[config.mk]
export PLATFORM = sky130hd
export DESIGN_NAME = sfseq_top
export DESIGN_NICKNAME = d
export VERILOG_FILES = /design/src/sfseq_pkg.sv /design/src/sfseq_sync.sv /design/src/sfseq_fifo.sv /design/src/sfseq_top.sv
export SDC_FILE = /design/constraint.sdc
export NUM_CORES = 1
export LEC_CHECK = 0
export BUFFER_PORTS_ARGS = -buffer_cell sky130_fd_sc_hd__buf_2
export CAP_MARGIN = 20
export CELL_PAD_IN_SITES_DETAIL_PLACEMENT = 0
export CELL_PAD_IN_SITES_GLOBAL_PLACEMENT = 2
export CORE_MARGIN = 3
export CORE_UTILIZATION = 41
export DETAILED_ROUTE_END_ITERATION = 8
export PLACE_DENSITY = 0.72
export REMOVE_ABC_BUFFERS = 1
export SLEW_MARGIN = 20
export SYNTH_ARGS = -nofsm -noshare
export SYNTH_HDL_FRONTEND = slang
export SYNTH_SLANG_ARGS = --single-unit
[constraint.sdc]
create_clock -name CLK_I -period 5.75 [get_ports CLK_I]
set_input_delay 0.8625 -clock CLK_I [delete_from_list [all_inputs] [get_ports CLK_I]]
set_output_delay 0.8625 -clock CLK_I [all_outputs]
set_load 0.02 [all_outputs]
[src/sfseq_pkg.sv]
package sfseq_pkg;

  // Command opcodes seen on the serial input
  localparam logic [7:0] OPC_WRITE_ENABLE_CMD_CMD  = 8'h06; // write_enable_cmd
  localparam logic [7:0] OPC_WRITE_DISABLE_CMD_CMD  = 8'h04; // write_disable_cmd
  localparam logic [7:0] OPC_STAT_CMD  = 8'h05; // status_read_cmd
  localparam logic [7:0] OPC_BSYON_CMD = 8'h70; // busy_output_on_cmd
  localparam logic [7:0] OPC_BSYOFF    = 8'h80; // busy_output_off_cmd
  localparam logic [7:0] OPC_AUTO_PGM  = 8'hAD; // auto_increment_program
  localparam logic [7:0] OPC_SECT_ERS  = 8'h20; // 4 KByte sector erase
  localparam logic [7:0] OPC_BLK32_ERS = 8'h52; // 32 KByte block erase
  localparam logic [7:0] OPC_BLK64_ERS = 8'hD8; // 64 KByte block erase
  localparam logic [7:0] OPC_CHIP_ERS  = 8'h60; // Chip erase
  localparam logic [7:0] OPC_CHIP_ERS2 = 8'hC7; // Chip erase, alternate

  // Array geometry
  localparam int          ADDR_W      = 24;
  localparam logic [23:0] TOP_ADDR    = 24'h03FFFF; // Highest array byte
  localparam logic [23:0] SECT_MASK   = 24'h000FFF; // 4 KByte span
  localparam logic [23:0] BLK32_MASK  = 24'h007FFF; // 32 KByte span
  localparam logic [23:0] BLK64_MASK  = 24'h00FFFF; // 64 KByte span
  localparam logic [7:0]  ERASED_BYTE = 8'hFF;

  // Frame lengths in bytes, opcode included
  localparam logic [2:0] LEN_SHORT  = 3'h1;
  localparam logic [2:0] LEN_ADDR   = 3'h4;
  localparam logic [2:0] LEN_AUTO_1 = 3'h6;
  localparam logic [2:0] LEN_AUTO_N = 3'h3;

  // Timing, clock 250 MHz
  localparam int CLK_PERIOD_PS       = 4000;
  localparam int PROG_TIME_NS        = 10000;    // byte_program_time, max
  localparam int SECT_ERASE_TIME_US  = 25000;    // sector_erase_time, max
  localparam int BLK_ERASE_TIME_US   = 25000;    // block_erase_time, max
  localparam int CHIP_ERASE_TIME_US  = 50000;    // chip erase time, max
  // Longest times round down
  localparam int PROG_CYC  = (PROG_TIME_NS * 1000) / CLK_PERIOD_PS;
  localparam int SECT_CYC  = (SECT_ERASE_TIME_US * 1000) / (CLK_PERIOD_PS / 1000);
  localparam int BLK_CYC   = (BLK_ERASE_TIME_US * 1000) / (CLK_PERIOD_PS / 1000);
  localparam int CHIP_CYC  = (CHIP_ERASE_TIME_US * 1000) / (CLK_PERIOD_PS / 1000);
  localparam int TMR_W     = 26;

  localparam int FIFO_DEPTH = 8;

  // Array operation kinds
  typedef enum logic [2:0] {
    SFS_OP_PROG,
    SFS_OP_SECT,
    SFS_OP_BLK32,
    SFS_OP_BLK64,
    SFS_OP_CHIP
  } sfseq_kind_e;

  // One request to the flash array
  typedef struct packed {
    sfseq_kind_e kind;
    logic [23:0] addr;
    logic [7:0]  data;
  } sfseq_op_s;

  localparam sfseq_op_s OP_IDLE = '{kind: SFS_OP_PROG, addr: 24'h000000, data: 8'hFF};

  // Self-timer state
  typedef enum logic {SFS_T_IDLE, SFS_T_RUN} sfseq_tmr_e;

endpackage

[src/sfseq_sync.sv]
`timescale 1ns/1ps
module sfseq_sync #(
  parameter int W = 3
) (
  input  wire logic         clk_i,
  input  wire logic         rst_i,
  input  wire logic [W-1:0] d_i,
  output logic      [W-1:0] q_o
);

  logic [W-1:0] meta_reg;  // First stage, read only by second stage
  logic [W-1:0] sync_reg;  // Second stage

  // Two flops per bit; reset to idle high (deselected, clock high)
  genvar g;
  generate
    for (g = 0; g < W; g++) begin : g_bit
      always_ff @(posedge clk_i or posedge rst_i) begin
        if (rst_i) begin
          meta_reg[g] <= 1'b1;
          sync_reg[g] <= 1'b1;
        end else begin
          meta_reg[g] <= d_i[g];
          sync_reg[g] <= meta_reg[g];
        end
      end
    end
  endgenerate

  assign q_o = sync_reg;

endmodule

[src/sfseq_fifo.sv]
`timescale 1ns/1ps
module sfseq_fifo
  import sfseq_pkg::*;
#(
  parameter int W     = $bits(sfseq_op_s),
  parameter int DEPTH = FIFO_DEPTH
) (
  input  wire logic         clk_i,
  input  wire logic         rst_i,
  // Fill side
  input  wire logic         in_valid_i,
  output logic              in_ready_o,
  input  wire logic [W-1:0] in_data_i,
  // Drain side
  output logic              out_valid_o,
  input  wire logic         out_ready_i,
  output logic      [W-1:0] out_data_o
);

  localparam int AW = $clog2(DEPTH);

  logic [W-1:0] mem_reg [DEPTH];  // Flip-flop storage
  logic [AW:0]  wp_reg, wp_next;  // Extra bit tells full from empty
  logic [AW:0]  rp_reg, rp_next;
  logic         push, pop;

  // Honest flags from pointer compare
  assign in_ready_o  = !((wp_reg[AW] != rp_reg[AW]) && (wp_reg[AW-1:0] == rp_reg[AW-1:0]));
  assign out_valid_o = (wp_reg != rp_reg);
  assign out_data_o  = mem_reg[rp_reg[AW-1:0]];
  assign push        = in_valid_i && in_ready_o;
  assign pop         = out_valid_o && out_ready_i;

  // Pointer advance
  always_comb begin
    wp_next = push ? (AW+1)'(wp_reg + 1'b1) : wp_reg;
    rp_next = pop ? (AW+1)'(rp_reg + 1'b1) : rp_reg;
  end

  // Pointer registers
  always_ff @(posedge clk_i or posedge rst_i) begin
    if (rst_i) begin
      wp_reg <= '0;
      rp_reg <= '0;
    end else begin
      wp_reg <= wp_next;
      rp_reg <= rp_next;
    end
  end

  // Storage has no reset; nothing reads a slot before it is written
  always_ff @(posedge clk_i) begin
    if (push) begin
      mem_reg[wp_reg[AW-1:0]] <= in_data_i;
    end
  end

endmodule

[src/sfseq_top.sv]
// Contract
// Ignore auto-program start at protected address.
// Host programs only erased ranges.
// Polling mode accepts only ADH, 04H, 05H.
// Capture ADH, address, two bytes, MSB first.
// First byte even address, second odd.
// Program starts at chip-select rise.
// Follow-on pairs take next two addresses.
// Host exits with 04H, then 80H.
// No address wrap past top unprotected.
// Host detects completion one of three ways.
// 70H enables busy report on output.
// Output shows busy while selected, else released.
// Hardware mode accepts only ADH and 04H.
// 04H clears write latch and auto mode.
// 80H stops busy report on output.
// 20H erases addressed 4 KByte sector.
// Ignore protected sector or block erase.
// 52H erases addressed 32 KByte block.
// D8H erases addressed 64 KByte block.
// 60H/C7H erase chip unless any protection.
// Program and erase need write latch set.
// Erases self-timed, busy until done.
// Follow-on ADH carries data only.
// 06H sets write latch.
// Sample on rising clock; drop aborted frames.
// Busy spans cycle; latch clears after single op.
`timescale 1ns/1ps
module sfseq_top
  import sfseq_pkg::*;
#(
  parameter int SECT_ERASE_CYC = SECT_CYC,
  parameter int BLK_ERASE_CYC  = BLK_CYC,
  parameter int CHIP_ERASE_CYC = CHIP_CYC
) (
  // Clock and reset
  input  wire logic        CLK_I,
  input  wire logic        RST_I,
  // Serial pins
  input  wire logic        CE_N_I,
  input  wire logic        SCK_I,
  input  wire logic        SI_I,
  output logic             SO_O,
  output logic             SO_OE_N_O,
  // Protection setting
  input  wire logic        PROT_EN_I,
  input  wire logic [23:0] PROT_BASE_I,
  // Array request stream
  output logic             OP_VALID_O,
  input  wire logic        OP_READY_I,
  output sfseq_op_s        OP_O,
  // Status bits
  output logic             BUSY_O,
  output logic             WEL_O,
  output logic             AAI_O,
  output logic             BSY_PIN_EN_O
);

  // Synchronised pins
  logic [2:0] pin_s;
  logic       ce_n_s, sck_s, si_s;
  logic       ce_d_reg, sck_d_reg;    // Delayed copies for edges
  logic       sck_rise, ce_rise, sel;

  // Serial shifter state
  logic [2:0]  bit_cnt_reg, bit_cnt_next;
  logic [2:0]  byte_cnt_reg, byte_cnt_next;
  logic [7:0]  sh_reg, sh_next;
  logic [7:0]  opc_reg, opc_next;
  logic [23:0] adr_reg, adr_next;
  logic [7:0]  d0_reg, d0_next;
  logic [7:0]  d1_reg, d1_next;
  logic [7:0]  byte_in;

  // Command and execution state
  logic        wel_reg, wel_next;     // write_enable_latch
  logic        aai_reg, aai_next;     // Auto-increment mode
  logic        hwd_reg, hwd_next;     // Busy report on output
  logic        clr_wel_reg, clr_wel_next;
  logic [23:0] ptr_reg, ptr_next;     // Current word address
  logic        busy_reg, busy_next;
  sfseq_tmr_e  tst_reg, tst_next;
  logic [TMR_W-1:0] tcnt_reg, tcnt_next;
  logic [1:0]  pend_n_reg, pend_n_next;
  sfseq_op_s   pend_a_reg, pend_a_next;
  sfseq_op_s   pend_b_reg, pend_b_next;

  // Combinational helpers
  logic        frame_ok, accept, launch;
  logic [2:0]  need_len;
  logic [23:0] word_a, lo_a, hi_a;
  logic [TMR_W-1:0] load_cyc;
  logic        fifo_in_ready, fifo_out_valid;
  logic [$bits(sfseq_op_s)-1:0] fifo_out;

  // True when any byte of [lo,hi] falls in the protected top range
  function automatic logic prot_f(input logic [23:0] hi, input logic en,
                                  input logic [23:0] base);
    prot_f = en && (hi >= base);
  endfunction

  // Pins cross into the core clock; sampled clock only at 80 ns period
  sfseq_sync #(.W(3)) u_sync (
    .clk_i (CLK_I),
    .rst_i (RST_I),
    .d_i   ({CE_N_I, SCK_I, SI_I}),
    .q_o   (pin_s)
  );
  assign ce_n_s   = pin_s[2];
  assign sck_s    = pin_s[1];
  assign si_s     = pin_s[0];
  assign sel      = !ce_n_s;
  // rising clock
  assign sck_rise = sel && sck_s && !sck_d_reg;
  // deselect edge
  assign ce_rise  = ce_n_s && !ce_d_reg;
  assign byte_in  = {sh_reg[6:0], si_s};

  // Edge detector flops
  always_ff @(posedge CLK_I or posedge RST_I) begin
    if (RST_I) begin
      ce_d_reg  <= 1'b1;
      sck_d_reg <= 1'b1;
    end else begin
      ce_d_reg  <= ce_n_s;
      sck_d_reg <= sck_s;
    end
  end

  // Shifter: bytes MSB first, sorted by position in frame
  always_comb begin
    bit_cnt_next  = bit_cnt_reg;
    byte_cnt_next = byte_cnt_reg;
    sh_next       = sh_reg;
    opc_next      = opc_reg;
    adr_next      = adr_reg;
    d0_next       = d0_reg;
    d1_next       = d1_reg;
    if (!sel) begin
      // deselect restarts
      bit_cnt_next  = 3'h0;
      byte_cnt_next = 3'h0;
    end else if (sck_rise) begin
      sh_next      = byte_in;
      bit_cnt_next = 3'(bit_cnt_reg + 3'h1);
      if (bit_cnt_reg == 3'h7) begin
        // Saturate so overlong frames stay invalid
        if (byte_cnt_reg != 3'h7) begin
          byte_cnt_next = 3'(byte_cnt_reg + 3'h1);
        end
        // field order
        // data only
        unique case (byte_cnt_reg)
          3'h0: opc_next = byte_in;
          3'h1: begin
            if (aai_reg) d0_next = byte_in;
            else adr_next[23:16] = byte_in;
          end
          3'h2: begin
            if (aai_reg) d1_next = byte_in;
            else adr_next[15:8] = byte_in;
          end
          3'h3: adr_next[7:0] = byte_in;
          3'h4: d0_next = byte_in;
          3'h5: d1_next = byte_in;
          default: ;
        endcase
      end
    end
  end

  // Shifter registers
  always_ff @(posedge CLK_I or posedge RST_I) begin
    if (RST_I) begin
      bit_cnt_reg  <= 3'h0;
      byte_cnt_reg <= 3'h0;
      sh_reg       <= 8'h00;
      opc_reg      <= 8'h00;
      adr_reg      <= 24'h000000;
      d0_reg       <= ERASED_BYTE;
      d1_reg       <= ERASED_BYTE;
    end else begin
      bit_cnt_reg  <= bit_cnt_next;
      byte_cnt_reg <= byte_cnt_next;
      sh_reg       <= sh_next;
      opc_reg      <= opc_next;
      adr_reg      <= adr_next;
      d0_reg       <= d0_next;
      d1_reg       <= d1_next;
    end
  end

  // Expected frame length for the captured opcode
  always_comb begin
    unique case (opc_reg)
      OPC_AUTO_PGM:                           need_len = aai_reg ? LEN_AUTO_N : LEN_AUTO_1;
      OPC_SECT_ERS, OPC_BLK32_ERS, OPC_BLK64_ERS: need_len = LEN_ADDR;
      default:                                need_len = LEN_SHORT;
    endcase
  end

  // whole frames only
  assign frame_ok = ce_rise && (bit_cnt_reg == 3'h0) && (byte_cnt_reg == need_len);
  // polling mode set
  // hardware mode set
  assign accept = frame_ok && (!aai_reg || (opc_reg == OPC_AUTO_PGM) ||
                  (opc_reg == OPC_WRITE_DISABLE_CMD_CMD) || (!hwd_reg && opc_reg == OPC_STAT_CMD));
  assign word_a = {adr_reg[23:1], 1'b0};

  // Command decode, pending pushes and self-timer
  always_comb begin
    wel_next     = wel_reg;
    aai_next     = aai_reg;
    hwd_next     = hwd_reg;
    clr_wel_next = clr_wel_reg;
    ptr_next     = ptr_reg;
    tst_next     = tst_reg;
    tcnt_next    = tcnt_reg;
    pend_n_next  = pend_n_reg;
    pend_a_next  = pend_a_reg;
    pend_b_next  = pend_b_reg;
    launch       = 1'b0;
    load_cyc     = TMR_W'(PROG_CYC);
    lo_a         = adr_reg & TOP_ADDR;
    hi_a         = lo_a;
    // Drain held requests into the FIFO; a full FIFO stalls here
    if (pend_n_reg != 2'h0 && fifo_in_ready) begin
      pend_a_next = pend_b_reg;
      pend_n_next = 2'(pend_n_reg - 2'h1);
    end
    // Self-timer counts down the documented maximum
    if (tst_reg == SFS_T_RUN) begin
      tcnt_next = TMR_W'(tcnt_reg - 1'b1);
      if (tcnt_reg <= TMR_W'(1)) begin
        tst_next = SFS_T_IDLE;
      end
    end
    if (accept) begin
      unique case (opc_reg)
        // set latch
        OPC_WRITE_ENABLE_CMD_CMD: if (!busy_reg) wel_next = 1'b1;
        // clear both
        OPC_WRITE_DISABLE_CMD_CMD: begin
          wel_next = 1'b0;
          aai_next = 1'b0;
        end
        // report on
        OPC_BSYON_CMD: if (!busy_reg) hwd_next = 1'b1;
        // report off
        OPC_BSYOFF: if (!busy_reg) hwd_next = 1'b0;
        OPC_AUTO_PGM: begin
          // next pair
          lo_a = aai_reg ? 24'(ptr_reg + 24'h000002) : (word_a & TOP_ADDR);
          hi_a = {lo_a[23:1], 1'b1};
          // latch needed
          // protected start
          // no wrap
          if (wel_reg && !busy_reg && !prot_f(hi_a, PROT_EN_I, PROT_BASE_I) &&
              (!aai_reg || ptr_reg < TOP_ADDR - 24'h000001)) begin
            launch      = 1'b1;
            aai_next    = 1'b1;
            ptr_next    = lo_a;
            pend_n_next = 2'h2;
            // even then odd
            pend_a_next = '{kind: SFS_OP_PROG, addr: lo_a, data: d0_reg};
            pend_b_next = '{kind: SFS_OP_PROG, addr: hi_a, data: d1_reg};
          end
        end
        OPC_SECT_ERS, OPC_BLK32_ERS, OPC_BLK64_ERS: begin
          // sector span
          // R18 32 KByte span
          // R19 64 KByte span
          if (opc_reg == OPC_SECT_ERS) begin
            lo_a     = lo_a & ~SECT_MASK;
            hi_a     = lo_a | SECT_MASK;
            load_cyc = TMR_W'(SECT_ERASE_CYC);
          end else if (opc_reg == OPC_BLK32_ERS) begin
            lo_a     = lo_a & ~BLK32_MASK;
            hi_a     = lo_a | BLK32_MASK;
            load_cyc = TMR_W'(BLK_ERASE_CYC);
          end else begin
            lo_a     = lo_a & ~BLK64_MASK;
            hi_a     = lo_a | BLK64_MASK;
            load_cyc = TMR_W'(BLK_ERASE_CYC);
          end
          // protected erase
          if (wel_reg && !busy_reg && !prot_f(hi_a, PROT_EN_I, PROT_BASE_I)) begin
            launch       = 1'b1;
            clr_wel_next = 1'b1;
            pend_n_next  = 2'h1;
            pend_a_next  = '{kind: (opc_reg == OPC_SECT_ERS) ? SFS_OP_SECT :
                             (opc_reg == OPC_BLK32_ERS) ? SFS_OP_BLK32 : SFS_OP_BLK64,
                             addr: lo_a, data: ERASED_BYTE};
          end
        end
        OPC_CHIP_ERS, OPC_CHIP_ERS2: begin
          load_cyc = TMR_W'(CHIP_ERASE_CYC);
          // any protection
          if (wel_reg && !busy_reg && !PROT_EN_I) begin
            launch       = 1'b1;
            clr_wel_next = 1'b1;
            pend_n_next  = 2'h1;
            pend_a_next  = '{kind: SFS_OP_CHIP, addr: 24'h000000, data: ERASED_BYTE};
          end
        end
        // Status read and others: no action here
        default: ;
      endcase
    end
    // self-timed start
    if (launch) begin
      tst_next  = SFS_T_RUN;
      tcnt_next = load_cyc;
    end
    // busy spans timer and array hand-off
    busy_next = launch || (tst_next == SFS_T_RUN) || (pend_n_next != 2'h0) || fifo_out_valid;
    // single op drops latch
    if (busy_reg && !busy_next && clr_wel_reg) begin
      wel_next     = 1'b0;
      clr_wel_next = 1'b0;
    end
  end

  // Command and execution registers
  always_ff @(posedge CLK_I or posedge RST_I) begin
    if (RST_I) begin
      wel_reg     <= 1'b0;
      aai_reg     <= 1'b0;
      hwd_reg     <= 1'b0;
      clr_wel_reg <= 1'b0;
      ptr_reg     <= 24'h000000;
      busy_reg    <= 1'b0;
      tst_reg     <= SFS_T_IDLE;
      tcnt_reg    <= '0;
      pend_n_reg  <= 2'h0;
      pend_a_reg  <= OP_IDLE;
      pend_b_reg  <= OP_IDLE;
    end else begin
      wel_reg     <= wel_next;
      aai_reg     <= aai_next;
      hwd_reg     <= hwd_next;
      clr_wel_reg <= clr_wel_next;
      ptr_reg     <= ptr_next;
      busy_reg    <= busy_next;
      tst_reg     <= tst_next;
      tcnt_reg    <= tcnt_next;
      pend_n_reg  <= pend_n_next;
      pend_a_reg  <= pend_a_next;
      pend_b_reg  <= pend_b_next;
    end
  end

  // Array requests queue here; a slow array holds busy high
  sfseq_fifo #(.W($bits(sfseq_op_s)), .DEPTH(FIFO_DEPTH)) u_fifo (
    .clk_i       (CLK_I),
    .rst_i       (RST_I),
    .in_valid_i  (pend_n_reg != 2'h0),
    .in_ready_o  (fifo_in_ready),
    .in_data_i   (pend_a_reg),
    .out_valid_o (fifo_out_valid),
    .out_ready_i (OP_READY_I),
    .out_data_o  (fifo_out)
  );
  assign OP_VALID_O = fifo_out_valid;
  assign OP_O       = sfseq_op_s'(fifo_out);

  // busy on output pin; low means busy, released when deselected
  assign SO_OE_N_O = !(hwd_reg && aai_reg && sel);
  assign SO_O      = !busy_reg;

  // Status bits
  assign BUSY_O       = busy_reg;
  assign WEL_O        = wel_reg;
  assign AAI_O        = aai_reg;
  assign BSY_PIN_EN_O = hwd_reg;

endmodule

==> impl_results.rst <==
.. list-table::
   :header-rows: 1

   * - Metric
     - Value
   * - Number of instances in the synthesized netlist
     - 1317
   * - Max Slew Vio Count
     - 0
   * - Multiplexer share of the synthesized area
     - 15.6%
   * - Power density of the placed cells
     - 349 nW/um^2
   * - Count of nets left with antenna violations after detail routing
     - 0
   * - Number of top-level design ports
     - 73
   * - Largest net degree at the start of global routing
     - 86
   * - Final critical-path required period
     - 4.77 ns
   * - Synthesized-area fraction occupied by xor and xnor cells
     - 1.98%
   * - Outcome
     - finished, final reports clean
   * - Post-synth EDFFs
     - 280
   * - Max Freq
     - 210 MHz
   * - Post-CTS Setup Inserts
     - 0
   * - Number of warning messages in the yosys log
     - 0
   * - Critical-path maximum fanout
     - 43
   * - Routed length per placed instance
     - 23.0 um
   * - Number of global-route vias before repair
     - 11.9k
   * - Routed vias
     - 11.6k
   * - Main combinational cell family by area after synthesis
     - multiplexers
   * - Normalized max-slew margin
     - 30.2%
   * - Beginning of the worst register-to-register path
     - ptr_reg[1]
   * - CTS Buf Count
     - 48
   * - CTS tree
     - built
   * - Half-perimeter wire length after detailed placement
     - 31100 um
   * - Wire length of the first global-routing pass
     - 73300 um
   * - Synthesis-stage register bit count
     - 452
   * - Total number of H-tree levels
     - 2
   * - Global routing usage summed across all routing layers
     - 18.9%
   * - Design area
     - 22700 um^2
   * - Cell types with the largest area share after synthesis
     - sky130_fd_sc_hd__edfxtp_1 42%, sky130_fd_sc_hd__dfrtp_1 17%, sky130_fd_sc_hd__mux4_2 7.9%
   * - Synth Area in Adders
     - 2.64%
   * - Clock transition time at the flip-flop clock pins of the worst setup and hold paths
     - 0.06 ns
   * - Max VDD drop
     - 0.205 mV
   * - CTS hold repair buffers
     - 0
   * - Cell total after placement
     - 1974
   * - Leak Pwr
     - 9.12 nW
   * - Die span in y
     - 226 um
   * - P&R area growth vs syn
     - 14.3%
   * - Final clock skew
     - 0.0136 ns
   * - Initial antenna violation count
     - 1
   * - Top cell type by total area after synthesis
     - sky130_fd_sc_hd__edfxtp_1
   * - Kind of path behind the tightest hold check
     - register to register
   * - Number of design rule violations left after detail routing
     - 0
   * - Worst endpoint data arrival time
     - 5.20 ns
   * - Slew @ Worst Pin
     - 1.05 ns
   * - Startpoint class of the critical path
     - register
   * - Pre-Repair DR Iteration Count
     - 5
   * - Total clock sinks
     - 452
   * - CTS-repair resized insts
     - 0
   * - Mean instance size in the synthesized netlist
     - 15.1 um^2
   * - # diodes
     - 0
   * - Register cell area after layout
     - 12800 um^2
   * - Core box area
     - 47800 um^2
   * - WP data required
     - 6.18 ns
   * - Hold path startpoint
     - u_sync.meta_reg[0]
   * - Fraction of layout instances using a drive strength above 1
     - 29.1%
   * - Final Hold Vio Count
     - 0
   * - Timing startpoint of the critical path
     - ptr_reg[1]
   * - Top FF cell, synth
     - sky130_fd_sc_hd__edfxtp_1
   * - Post-Synth Simple-Gate Area
     - 7.54%
   * - Vias per cell
     - 5.62
   * - Number of maximum-capacitance constraint violations
     - 0
   * - Final RePlAce weighted congestion
     - 0.847
   * - Flip-flop count of the largest register, all copies and words added
     - 280
   * - Netlist area before placement
     - 19900 um^2
   * - Effective utilization at floorplan
     - 41.6%
   * - Post-synthesis sequential area ratio
     - 64.1%
   * - Total of fill cells in the finished design
     - 4216
   * - Cell row count
     - 80
   * - Number of DRC markers in iteration 0
     - 672
   * - Footprint of the multi-input gates
     - 6770 um^2
   * - Async S/R FF share, synth
     - 38.1%
   * - Synth Area in Compound Gates
     - 5.99%
   * - Total overflow reported by the global router
     - 0
   * - Routed wire length
     - 47400 um
   * - Count of buffers inserted at the top-level ports
     - 72
   * - Overall power
     - 7.94 mW
   * - Non-filler instance count after layout
     - 2063
   * - Setup violation total in the final timing report
     - 0
   * - Die Width
     - 226 um
   * - Type of destination of the critical path
     - register
   * - Start-to-end type of the worst setup path
     - register to register
   * - Unrepaired setup endpoints after global routing
     - false
   * - Buffer type at the clock tree root
     - sky130_fd_sc_hd__clkbuf_16
   * - Die ar.
     - 51200 um^2
   * - Fin crit share
     - 82.9%
   * - Worst-Skew Late Latency
     - 0.58 ns
   * - Cell Area, Placed
     - 21100 um^2
   * - CTS Buffer Depth
     - 3
   * - Share of Yosys cell area claimed by the top area cell type
     - 42.3%
   * - Library cells used by synthesis
     - 76
   * - Number of nets in the final layout
     - 1482
-- final timing paths --
kind                            slack, ns  cells after the start        endpoint
worst max-delay path                 0.98                     16  pend_a_reg[22]
worst min-delay path                 0.35                      0   u_sync.q_o[0]
worst max register to register       0.98                     16  pend_a_reg[22]
worst min register to register       0.35                      0   u_sync.q_o[0]
max in group asynchronous            4.22                      3  pend_a_reg[27]
min in group asynchronous            0.42                      2     tcnt_reg[3]
-- cell usage in the layout, fill, tap and decap left out, types with 10 or more instances in the layout --
cell,synthesis,layout
sky130_fd_sc_hd__nand4_1,19,19
sky130_fd_sc_hd__nand2_1,66,66
sky130_fd_sc_hd__mux4_2,70,70
sky130_fd_sc_hd__buf_4,0,29
sky130_fd_sc_hd__nor2_1,61,59
sky130_fd_sc_hd__clkinv_1,1,12
sky130_fd_sc_hd__xnor2_1,24,24
sky130_fd_sc_hd__ha_1,42,42
sky130_fd_sc_hd__buf_2,7,72
sky130_fd_sc_hd__o21ai_0,22,22
sky130_fd_sc_hd__inv_1,42,41
sky130_fd_sc_hd__and2_1,15,15
sky130_fd_sc_hd__clkbuf_16,0,50
sky130_fd_sc_hd__mux2_2,110,110
sky130_fd_sc_hd__nor3_1,26,23
sky130_fd_sc_hd__edfxtp_1,280,280
sky130_fd_sc_hd__dfstp_2,40,40
sky130_fd_sc_hd__nand3_1,31,31
sky130_fd_sc_hd__xor2_1,21,21
sky130_fd_sc_hd__a21oi_1,53,53
sky130_fd_sc_hd__o31ai_1,10,10
sky130_fd_sc_hd__mux2i_1,29,29
sky130_fd_sc_hd__dfrtp_1,132,129
sky130_fd_sc_hd__and3_1,10,10
-- through the flow --
step	worst slack (ns)	hold slack (ns)	TNS, ns	util, %
final	0.983	0.355	0	47.5
after global routing	0.407	0.345	0	47.5
after CTS	0.880	0.336	0	47.5
after detailed placement	0.903	0.347	0	44.0
after global placement	1.05	0.347	0	44.0
after floorplan	-2.34	0.345	-432.58	-
-- where the power goes --
group | total [mW] | switching [mW] | internal, mW | leakage (nW)
sequential | 3.63 | 0.167 | 3.47 | 5.14
clock | 3.23 | 1.27 | 1.96 | 0.808
combinational | 1.08 | 0.549 | 0.531 | 3.17
-- synth_stat cells (10+ instances only) --
library cell               count
sky130_fd_sc_hd__a21oi_1      53
sky130_fd_sc_hd__and2_1       15
sky130_fd_sc_hd__and3_1       10
sky130_fd_sc_hd__buf_1        14
sky130_fd_sc_hd__clkbuf_1     36
sky130_fd_sc_hd__dfrtp_1     132
sky130_fd_sc_hd__dfstp_2      40
sky130_fd_sc_hd__edfxtp_1    280
sky130_fd_sc_hd__ha_1         42
sky130_fd_sc_hd__inv_1        42
sky130_fd_sc_hd__mux2_2      110
sky130_fd_sc_hd__mux2i_1      29
sky130_fd_sc_hd__mux4_2       70
sky130_fd_sc_hd__nand2_1      66
sky130_fd_sc_hd__nand3_1      31
sky130_fd_sc_hd__nand4_1      19
sky130_fd_sc_hd__nor2_1       61
sky130_fd_sc_hd__nor3_1       26
sky130_fd_sc_hd__nor4_1       10
sky130_fd_sc_hd__o21ai_0      22
sky130_fd_sc_hd__o31ai_1      10
sky130_fd_sc_hd__xnor2_1      24
sky130_fd_sc_hd__xor2_1       21
-- worst max-delay path, stage by stage (launching register included) --
cell and delay [ns]:
sky130_fd_sc_hd__dfrtp_1 0.44, sky130_fd_sc_hd__ha_1 0.22, sky130_fd_sc_hd__nand3_1 0.16, sky130_fd_sc_hd__nor3_1 0.43
sky130_fd_sc_hd__nand3_1 0.15, sky130_fd_sc_hd__xor2_1 0.16, sky130_fd_sc_hd__a21oi_1 0.27, sky130_fd_sc_hd__ha_1 0.31
sky130_fd_sc_hd__nand4_1 0.16, sky130_fd_sc_hd__a211o_1 0.13, sky130_fd_sc_hd__a31oi_1 0.04, sky130_fd_sc_hd__a2111oi_0 0.63
sky130_fd_sc_hd__o41a_1 0.32, sky130_fd_sc_hd__a211o_1 0.35, sky130_fd_sc_hd__and2_1 0.18, sky130_fd_sc_hd__buf_4 0.46
sky130_fd_sc_hd__o21ai_0 0.19
-- layout make-up --
cell class	instances	area share [%]
clock buffer	58	5.68
clock inverter	31	1.62
inverter	43	0.732
multi-input combinational	762	29.8
sequential	452	56.2
tap	615	3.38
timing repair buffer	102	2.63
-- cell families after synthesis --
family	after synthesis
adders and majority gates	42
AOI/OAI and AO/OA	176
DFF	452
and+or+nand+nor	290
buffers and inverters	103
muxes	209
xor gates and xnor gates	45
-- per-layer routing --
metal / up-vias / share of wire, % / track usage [%]
li1: 5274 / - / -
met1: 6032 / 45 / 26.6
met2: 251 / 48 / 30.8
met3: 44 / 5.3 / 3.85
met4: 0 / 1.5 / 4.07
met5: - / 0 / 0
No activity file was read; power rests on OpenSTA's default activity.
